--- src/xtc_map.vh ---
`ifndef XTC_MAP_VH
`define XTC_MAP_VH
// Register byte offsets
`define XTC_TRIM_CODE_ADDR 12'h000
`define XTC_STORED_TRIM_ADDR 12'h004
`define XTC_TRIM_CTRL_ADDR 12'h008
`define XTC_RDY_LIMIT_ADDR 12'h00c
`define XTC_RDY_SHADOW_ADDR 12'h010
`define XTC_STATUS_ADDR 12'h014
`define XTC_GP_DATA_ADDR 12'h018
`define XTC_REF_COUNT_ADDR 12'h01c
`define XTC_REF_SEL_ADDR 12'h020
`define XTC_RES_HIGH_ADDR 12'h024
`define XTC_RES_LOW_ADDR 12'h028
`define XTC_SEQ_CTRL_ADDR 12'h02c
// Trim control fields
`define XTC_MODE_BIT 0
`define XTC_APPLY_CNT_LSB 8
`define XTC_SETTLE_LSB 16
// Reference select fields
`define XTC_CAL_START_BIT 2
// Status fields
`define XTC_ST_SETTLE_BIT 0
`define XTC_ST_TRIM_BIT 1
`define XTC_ST_FAST_XTAL_BIT 2
`define XTC_ST_RDY_BIT 3
// Sequencer control fields
`define XTC_SEQ_WAKE_BIT 0
`define XTC_SEQ_SLEEP_BIT 1
// Reset values
`define XTC_TRIM_CODE_RST 8'h00
`define XTC_TRIM_CTRL_RST 32'h0020_1000
`define XTC_RDY_LIMIT_RST 16'h0040
`define XTC_REF_COUNT_RST 16'h0100
`endif

--- src/xtc_trim_calib.v ---
// The address map and the APB interface to the registers were chosen for this implementation.
`timescale 1ns/1ns
// Overview of operation
// - Trim code 0x00 is least capacitance, 0xff most, in 256 steps.
// - Bits 4:0 drive binary caps; bits 7:5 become a seven-line thermometer.
// - Ready interrupt rises when ready counter reaches the programmed limit.
// - Ready counter runs on fast RC at power-up, low-power clock at wake.
// - Hardware alone enables the fast crystal at power-up or wake-up.
// - Start-up phase ends applying stored trim; settling follows before interrupt.
// - Counter mode applies trim at count minus one; current mode on current drop.
// - Current mode copies ready counter into shadow when trim applies.
// - Settle flag sets when crystal cycle counter reaches the settle threshold.
// - Core runs from fast RC until the ready interrupt rises.
// - Start-up sequencer slow RC switches from 32 kHz to 512 kHz.
// - Slow crystal has no trim and clocks deep sleep modes.
// - Software loads reference count; larger gives longer, finer measurement.
// - Measures selected oscillator against 16 MHz crystal clock; select 0 to 3.
// - Start bit clears at completion; 32-bit result split high and low.
`include "xtc_map.vh"
module xtc_trim_calib #(
  parameter RDY_W = 16,
  parameter REF_W = 16
) (
  input wire pclk,
  input wire presetn,
  input wire psel,
  input wire penable,
  input wire pwrite,
  input wire [11:0] paddr,
  input wire [31:0] pwdata,
  output reg [31:0] prdata,
  output reg pready,
  output reg pslverr,
  input wire power_up_start,
  input wire wake_start,
  input wire lp_clk_tick,
  input wire xtal_current_drop,
  input wire fast_crystal_tick,
  input wire ref_tick_16m,
  input wire [3:0] osc_ticks,
  output reg fast_crystal_en_ff,
  output reg [4:0] trim_binary_caps_ff,
  output reg [6:0] trim_thermo_caps_ff,
  output reg crystal_ready_irq_ff,
  output reg core_on_fast_rc_ff,
  output reg slow_rc_fast_sel_ff,
  output reg slow_crystal_sleep_clk_ff
);
////////////////////////////////////////////////////////////////////////////////
reg [7:0] crystal_trim_code_ff;
reg [7:0] stored_trim_value_ff;
reg [31:0] trim_ctrl_ff;
reg [RDY_W-1:0] ready_count_limit_ff;
reg [RDY_W-1:0] ready_count_shadow_ff;
reg [7:0] general_purpose_data_ff;
reg [REF_W-1:0] reference_count_ff;
reg [1:0] ref_sel_ff;
reg cal_start_ff;
reg [31:0] meas_ff;
reg [REF_W-1:0] ref_cnt_ff;
reg [RDY_W-1:0] rdy_cnt_ff;
reg [7:0] xtal_cnt_ff;
reg trim_applied_flag_ff;
reg settle_ready_flag_ff;
reg waking_ff;
reg [1:0] seq_ff;
reg [4:0] sync1_ff;
reg [4:0] sync2_ff;
reg [4:0] sync3_ff;
reg [7:0] nxt_trim;
reg [6:0] nxt_thermo;
reg [31:0] nxt_rdata;
reg sel_edge;
wire trim_apply_mode_sel;
wire [7:0] trim_apply_count;
wire [7:0] settle_threshold;
wire wr;
wire rd;
wire rdy_tick;
wire xtal_edge;
wire [3:0] osc_edges;
localparam SEQ_IDLE = 2'b00;
localparam SEQ_START = 2'b01;
localparam SEQ_SETTLE = 2'b10;
localparam SEQ_DONE = 2'b11;
assign trim_apply_mode_sel = trim_ctrl_ff[`XTC_MODE_BIT];
assign trim_apply_count = trim_ctrl_ff[`XTC_APPLY_CNT_LSB+7:`XTC_APPLY_CNT_LSB];
assign settle_threshold = trim_ctrl_ff[`XTC_SETTLE_LSB+7:`XTC_SETTLE_LSB];
assign wr = psel & penable & pwrite;
assign rd = psel & ~penable & ~pwrite;
////////////////////////////////////////////////////////////////////////////////
// Pin synchronisers, edges taken only past the second stage
always @(posedge pclk or negedge presetn)
begin
  if (!presetn)
  begin
    sync1_ff <= 5'h00;
    sync2_ff <= 5'h00;
    sync3_ff <= 5'h00;
  end
  else
  begin
    sync1_ff <= {fast_crystal_tick, osc_ticks};
    sync2_ff <= sync1_ff;
    sync3_ff <= sync2_ff;
  end
end
assign osc_edges = sync2_ff[3:0] & ~sync3_ff[3:0];
assign xtal_edge = sync2_ff[4] & ~sync3_ff[4];
////////////////////////////////////////////////////////////////////////////////
// Trim decode
always @*
begin
  nxt_trim = trim_applied_flag_ff ? stored_trim_value_ff : crystal_trim_code_ff;
  case (nxt_trim[7:5])
    3'h0: nxt_thermo = 7'h00;
    3'h1: nxt_thermo = 7'h01;
    3'h2: nxt_thermo = 7'h03;
    3'h3: nxt_thermo = 7'h07;
    3'h4: nxt_thermo = 7'h0f;
    3'h5: nxt_thermo = 7'h1f;
    3'h6: nxt_thermo = 7'h3f;
    default: nxt_thermo = 7'h7f;
  endcase
end
always @(posedge pclk or negedge presetn)
begin
  if (!presetn)
  begin
    trim_binary_caps_ff <= 5'h00;
    trim_thermo_caps_ff <= 7'h00;
  end
  else
  begin
    trim_binary_caps_ff <= nxt_trim[4:0];
    trim_thermo_caps_ff <= nxt_thermo;
  end
end
////////////////////////////////////////////////////////////////////////////////
// Ready sequencer; wake counts low-power ticks, power-up counts every cycle
assign rdy_tick = waking_ff ? lp_clk_tick : 1'b1;
always @(posedge pclk or negedge presetn)
begin
  if (!presetn)
  begin
    seq_ff <= SEQ_IDLE;
    waking_ff <= 1'b0;
    rdy_cnt_ff <= {RDY_W{1'b0}};
    xtal_cnt_ff <= 8'h00;
    fast_crystal_en_ff <= 1'b0;
    trim_applied_flag_ff <= 1'b0;
    settle_ready_flag_ff <= 1'b0;
    crystal_ready_irq_ff <= 1'b0;
    core_on_fast_rc_ff <= 1'b1;
    ready_count_shadow_ff <= {RDY_W{1'b0}};
  end
  else
  begin
    case (seq_ff)
      SEQ_IDLE:
      begin
        if (power_up_start | wake_start)
        begin
          seq_ff <= SEQ_START;
          waking_ff <= wake_start & ~power_up_start;
          rdy_cnt_ff <= {RDY_W{1'b0}};
          xtal_cnt_ff <= 8'h00;
          fast_crystal_en_ff <= 1'b1;
          trim_applied_flag_ff <= 1'b0;
          settle_ready_flag_ff <= 1'b0;
          crystal_ready_irq_ff <= 1'b0;
          core_on_fast_rc_ff <= 1'b1;
        end
      end
      SEQ_START:
      begin
        if (rdy_tick)
          rdy_cnt_ff <= rdy_cnt_ff + 1'b1;
        if (trim_apply_mode_sel ? xtal_current_drop :
            ({{(RDY_W-8){1'b0}}, trim_apply_count} - 1'b1 == rdy_cnt_ff))
        begin
          trim_applied_flag_ff <= 1'b1;
          seq_ff <= SEQ_SETTLE;
          if (trim_apply_mode_sel)
            ready_count_shadow_ff <= rdy_cnt_ff;
        end
      end
      SEQ_SETTLE:
      begin
        if (rdy_tick)
          rdy_cnt_ff <= rdy_cnt_ff + 1'b1;
        if (xtal_edge && xtal_cnt_ff != 8'hff)
          xtal_cnt_ff <= xtal_cnt_ff + 1'b1;
        if (xtal_cnt_ff >= settle_threshold)
          settle_ready_flag_ff <= 1'b1;
        if (rdy_cnt_ff >= ready_count_limit_ff)
        begin
          crystal_ready_irq_ff <= 1'b1;
          core_on_fast_rc_ff <= 1'b0;
          seq_ff <= SEQ_DONE;
        end
      end
      SEQ_DONE:
      begin
        if (xtal_edge && xtal_cnt_ff != 8'hff)
          xtal_cnt_ff <= xtal_cnt_ff + 1'b1;
        if (xtal_cnt_ff >= settle_threshold)
          settle_ready_flag_ff <= 1'b1;
        if (wr && paddr == `XTC_STATUS_ADDR && pwdata[`XTC_ST_RDY_BIT])
          crystal_ready_irq_ff <= 1'b0;
        if (power_up_start | wake_start)
          seq_ff <= SEQ_IDLE;
      end
      default: seq_ff <= SEQ_IDLE;
    endcase
  end
end
////////////////////////////////////////////////////////////////////////////////
// Slow RC rate: 512 kHz while sequencer is in start or settle, else 32 kHz
always @(posedge pclk or negedge presetn)
begin
  if (!presetn)
    slow_rc_fast_sel_ff <= 1'b0;
  else
    slow_rc_fast_sel_ff <= (seq_ff == SEQ_START) || (seq_ff == SEQ_SETTLE);
end
////////////////////////////////////////////////////////////////////////////////
// Reference counter measurement
always @*
begin
  case (ref_sel_ff)
    2'h0: sel_edge = osc_edges[0];
    2'h1: sel_edge = osc_edges[1];
    2'h2: sel_edge = osc_edges[2];
    default: sel_edge = osc_edges[3];
  endcase
end
always @(posedge pclk or negedge presetn)
begin
  if (!presetn)
  begin
    cal_start_ff <= 1'b0;
    ref_cnt_ff <= {REF_W{1'b0}};
    meas_ff <= 32'h0000_0000;
  end
  else if (wr && paddr == `XTC_REF_SEL_ADDR && pwdata[`XTC_CAL_START_BIT] && !cal_start_ff)
  begin
    cal_start_ff <= 1'b1;
    ref_cnt_ff <= {REF_W{1'b0}};
    meas_ff <= 32'h0000_0000;
  end
  else if (cal_start_ff)
  begin
    if (ref_tick_16m)
      meas_ff <= meas_ff + 1'b1;
    if (sel_edge)
    begin
      ref_cnt_ff <= ref_cnt_ff + 1'b1;
      if (ref_cnt_ff + 1'b1 >= reference_count_ff)
        cal_start_ff <= 1'b0;
    end
  end
end
////////////////////////////////////////////////////////////////////////////////
// APB registers
always @(posedge pclk or negedge presetn)
begin
  if (!presetn)
  begin
    crystal_trim_code_ff <= `XTC_TRIM_CODE_RST;
    stored_trim_value_ff <= `XTC_TRIM_CODE_RST;
    trim_ctrl_ff <= `XTC_TRIM_CTRL_RST;
    ready_count_limit_ff <= `XTC_RDY_LIMIT_RST;
    general_purpose_data_ff <= 8'h00;
    reference_count_ff <= `XTC_REF_COUNT_RST;
    ref_sel_ff <= 2'h0;
    slow_crystal_sleep_clk_ff <= 1'b0;
  end
  else if (wr)
  begin
    case (paddr)
      `XTC_TRIM_CODE_ADDR: crystal_trim_code_ff <= pwdata[7:0];
      `XTC_STORED_TRIM_ADDR: stored_trim_value_ff <= pwdata[7:0];
      `XTC_TRIM_CTRL_ADDR: trim_ctrl_ff <= {8'h00, pwdata[23:16], pwdata[15:8], 7'h00, pwdata[0]};
      `XTC_RDY_LIMIT_ADDR: ready_count_limit_ff <= pwdata[RDY_W-1:0];
      `XTC_GP_DATA_ADDR: general_purpose_data_ff <= pwdata[7:0];
      `XTC_REF_COUNT_ADDR: reference_count_ff <= pwdata[REF_W-1:0];
      `XTC_REF_SEL_ADDR: if (!cal_start_ff) ref_sel_ff <= pwdata[1:0];
      `XTC_SEQ_CTRL_ADDR: slow_crystal_sleep_clk_ff <= pwdata[`XTC_SEQ_SLEEP_BIT];
      default: ;
    endcase
  end
end
always @*
begin
  nxt_rdata = 32'h0000_0000;
  case (paddr)
    `XTC_TRIM_CODE_ADDR: nxt_rdata[7:0] = crystal_trim_code_ff;
    `XTC_STORED_TRIM_ADDR: nxt_rdata[7:0] = stored_trim_value_ff;
    `XTC_TRIM_CTRL_ADDR: nxt_rdata = trim_ctrl_ff;
    `XTC_RDY_LIMIT_ADDR: nxt_rdata[RDY_W-1:0] = ready_count_limit_ff;
    `XTC_RDY_SHADOW_ADDR: nxt_rdata[RDY_W-1:0] = ready_count_shadow_ff;
    `XTC_STATUS_ADDR: nxt_rdata[3:0] = {crystal_ready_irq_ff, fast_crystal_en_ff,
                                        trim_applied_flag_ff, settle_ready_flag_ff};
    `XTC_GP_DATA_ADDR: nxt_rdata[7:0] = general_purpose_data_ff;
    `XTC_REF_COUNT_ADDR: nxt_rdata[REF_W-1:0] = reference_count_ff;
    `XTC_REF_SEL_ADDR: nxt_rdata[2:0] = {cal_start_ff, ref_sel_ff};
    `XTC_RES_HIGH_ADDR: nxt_rdata[15:0] = meas_ff[31:16];
    `XTC_RES_LOW_ADDR: nxt_rdata[15:0] = meas_ff[15:0];
    `XTC_SEQ_CTRL_ADDR: nxt_rdata[1:0] = {slow_crystal_sleep_clk_ff, 1'b0};
    default: nxt_rdata = 32'h0000_0000;
  endcase
end
// No wait states: ready answers in the access phase's first cycle
always @(posedge pclk or negedge presetn)
begin
  if (!presetn)
  begin
    prdata <= 32'h0000_0000;
    pready <= 1'b0;
    pslverr <= 1'b0;
  end
  else
  begin
    pready <= psel & ~penable;
    pslverr <= psel & ~penable & (paddr > `XTC_SEQ_CTRL_ADDR || paddr[1:0] != 2'b00);
    if (rd)
      prdata <= nxt_rdata;
  end
end
endmodule // xtc_trim_calib

--- config.mk ---
export PLATFORM = sky130hd
export DESIGN_NAME = xtc_trim_calib
export DESIGN_NICKNAME = d
export VERILOG_FILES = /design/src/xtc_trim_calib.v
export VERILOG_INCLUDE_DIRS = /design/src
export SDC_FILE = /design/constraint.sdc
export NUM_CORES = 1
export LEC_CHECK = 0
export ABC_AREA = 1
export BUFFER_PORTS_ARGS = -buffer_cell sky130_fd_sc_hd__buf_4
export CAP_MARGIN = 20
export CORE_UTILIZATION = 60
export DETAILED_ROUTE_END_ITERATION = 7
export PLACE_DENSITY = 0.79
export SLEW_MARGIN = 10
export SYNTH_ARGS = -nofsm -noshare
export SYNTH_HDL_FRONTEND = slang
export SYNTH_SLANG_ARGS = --single-unit
--- constraint.sdc ---
create_clock -name pclk -period 4.4 [get_ports pclk]
set_input_delay 0.88 -clock pclk [delete_from_list [all_inputs] [get_ports pclk]]
set_output_delay 0.88 -clock pclk [all_outputs]
set_load 0.03 [all_outputs]
==> impl_metrics.tcl <==
set metrics [dict create \
    run_status "finished, final reports clean" \
    synth_area_um2 12500 \
    cts_tree "built" \
    grt-ovfl-total 0 \
    grt_pass1_wl_um 55100 \
    maxSlewHeadroom_pct 35.0 \
    fp.dieW_um 146 \
    netlist.area_leader.share_pct 44.6 \
    synthToLayoutAreaGrowth_pct 14.5 \
    yosys_warnings 0 \
    cp-start-kind "flop" \
    grt_max_degree 116 \
    cts_buffer_depth 3 \
    ant_nets 0 \
    drc_errors 0 \
    netlist_top_cells_area "dfrtp_1, nand2_1, inv_1, o21ai_0, ha_1" \
    yosysMostFrequentCell "nand2_1" \
    place.detailed.hpwl_um 25300 \
    cts-resized-gates 0 \
    cts_hold_buffers 0 \
    start_util_pct 61.3 \
    hold_class "reg -> reg" \
    synth_commonest_cells "nand2_1, dfrtp_1, inv_1, o21ai_0, nor2_1" \
    final_core_util_pct 70.2 \
    drive_gt1_share_pct 13.1 \
    rsz0062_at_grt "false" \
    worst_ep_arrival_time_ns 3.26 \
    final_net_count 1768 \
    fmax_ghz 0.348 \
    synth_cell_types 54 \
    p_per_area_nw_per_um2 441 \
    synth_seq_cells 227 \
    worst_path_most_repeated_cell "nand3_1" \
    numCtsBuffers 25 \
    critPathMaxFanout 5 \
    synth_top_area_cell "dfrtp_1" \
    hold_viol 0 \
    grt_pass1_vias 10601 \
    grt_antenna_before_repair 0 \
    synth_cells 1570 \
    cts_setup_buffers 0 \
    drt-pass1-iter-count 5 \
    fin_ws_ns 1.53 \
    drt-total-wl_um 34300 \
    vias 11135 \
    cts_root_buffer "clkbuf_16" \
    crit_path_end_kind "flop" \
    setup_tns_ns 0 \
    cts_sinks 227 \
    synthAdderAreaFrac_pct 5.02 \
    finClkSkew_ns 0.0127 \
    cp.required_ns 4.79 \
    synth_area_per_cell_um2 7.93 \
    gp_congestion 0.947 \
    die-area_um2 21300 \
    total_power_uw 6290 \
    fp-row-count 52 \
    worst_pin_slew_ns 0.973 \
    setup_viol 0 \
    core_area_um2 20300 \
    clk_latency_ns 0.54 \
    drt-wirelength-per-cell_um 17.6 \
    ir_drop_v 0.000413 \
    drt_iter0_drc 924 \
    io_buffers 93 \
    clk_pin_slew_ns 0.06 \
    power.leakage_uw 0.00698 \
    cap_violations 0 \
    track_usage_pct 32.7 \
    synth_edf_count 0 \
    async_reset_ff_share_pct 100 \
    via_per_inst 5.72 \
    synth_xor_area_share_pct 1.76 \
    fin_crit_sh_pct 65.3 \
    critical_path.max_stage_delay_ns 0.41 \
    synthMuxAreaShare_pct 0.0904 \
    place_worst_setup_slack_ns 1.38 \
    yosysSeqAreaShare_pct 45.7 \
    synth_top_family_by_area "simple AND/OR/NAND/NOR gates" \
    num_io_pins 110 \
    fin_crit_ns 2.87 \
    die_h_um 146 \
    diodes 0 \
    finalMaxSlewViolations 0 \
    path_cells "nand3_1 > nor3_2 > nand3_1 > nor3_1 > xor2_1 > inv_1 > ha_1 > nand2_1 > nor3_1 > nand3_1 > nand3_1 > nand3_1 > nand2_1 > nand2_1" \
    synth-compound-area-share_pct 13.0 \
    cp_slowest_cell "dfrtp_1" \
    path_class "reg -> reg" \
    ctsHtreeMaxLevel 1 \
    yosys.area_share.simple_pct 25.7 \
    synth_ff_type "dfrtp_1" \
]
-- sequential cells by signal, summed over array words and instances, names as in the netlist, 7 cells and up --
register	count
ready_count_shadow_ff	16
general_purpose_data_ff	8
crystal_trim_code_ff	8
trim_ctrl_ff	17
trim_thermo_caps_ff	7
reference_count_ff	16
prdata	24
xtal_cnt_ff	8
ready_count_limit_ff	16
rdy_cnt_ff	16
ref_cnt_ff	16
meas_ff	32
stored_trim_value_ff	8
-- logic make-up after synthesis --
kind of cell / count (synthesis)
flip-flops: 227
adder cells (fa/ha/maj): 50
multiplexers: 1
AO/OA/AOI/OAI: 299
XOR/XNOR: 25
buffers and inverters: 272
AND/OR/NAND/NOR: 695
other: 1
-- critical path: cells and delay by family, from the launching register on --
kind | cells | cell delay (ns)
AND/OR/NAND/NOR | 11 | 1.65
flip-flops | 1 | 0.41
XOR/XNOR | 1 | 0.26
adder cells (fa/ha/maj) | 1 | 0.30
buffers and inverters | 1 | 0.09
-- final cells by class --
class | instances | area, µm²
clock inverters | 14 | 189
clock buffers | 32 | 722
well taps | 270 | 338
flip-flops and latches | 227 | 5690
fillers | 1684 | 6040
repair buffers | 102 | 781
multi-input cells | 1078 | 5700
inverters | 225 | 845
-- power by group --
part,internal (µW),switching [µW],leakage [µW]
sequential,2300,214,0.00293
combinational,494,996,0.00361
clock,1400,894,0.000444
-- path summary, 6_finish.rpt --
check | start | end | slack, ns | cells past startpoint
worst max-delay path | ref_cnt_ff[0]$_DFFE_PN0P_ | cal_start_ff$_DFF_PN0_ | 1.53 | 14
worst min-delay path | sync1_ff[0]$_DFF_PN0_ | sync2_ff[0]$_DFF_PN0_ | 0.35 | 0
worst max register to register | ref_cnt_ff[0]$_DFFE_PN0P_ | cal_start_ff$_DFF_PN0_ | 1.53 | 14
worst min register to register | sync1_ff[0]$_DFF_PN0_ | sync2_ff[0]$_DFF_PN0_ | 0.35 | 0
max in group asynchronous | presetn | core_on_fast_rc_ff$_DFFE_PN1P_ | 3.02 | 2
min in group asynchronous | presetn | sync2_ff[0]$_DFF_PN0_ | 0.39 | 1
-- metrics by stage --
step / std cells / area, µm² / hold WS [ns]
after floorplan: 1577 / 12500 / 0.331
after global placement: 1901 / 13300 / 0.333
after detailed placement: 1901 / 13300 / 0.336
after CTS: 1947 / 14200 / 0.349
after global routing: 1948 / 14300 / 0.356
final: 1948 / 14300 / 0.348
-- per-layer routing --
| layer | track usage (%) | part of all wire (%) | vias up |
|---|---|---|---|
| li1 | - | - | 5305 |
| met1 | 45.9 | 43 | 5338 |
| met2 | 53.9 | 48 | 434 |
| met3 | 3.69 | 6.8 | 58 |
| met4 | 9.64 | 2.7 | 0 |
| met5 | 0 | 0 | - |
-- placed cells by master, fill, tap and decap left out, types with 5 or more instances in the layout --
master and n:
a21oi_1 62, buf_4 100, clkbuf_16 25, clkbuf_8 7, conb_1 8, dfrtp_1 222
dfstp_2 5, ha_1 50, inv_1 214, inv_2 10, nand2_1 360, nand2_2 13
nand3_1 100, nand3_2 6, nand4_1 24, nor2_1 110, nor2_2 9, nor2_4 9
nor3_1 36, nor3_2 6, nor4_1 6, o21ai_0 148, o21ai_1 34, o22ai_1 23
o31ai_1 9, xor2_1 23
Note: power is estimated with default switching activity, not from simulation.
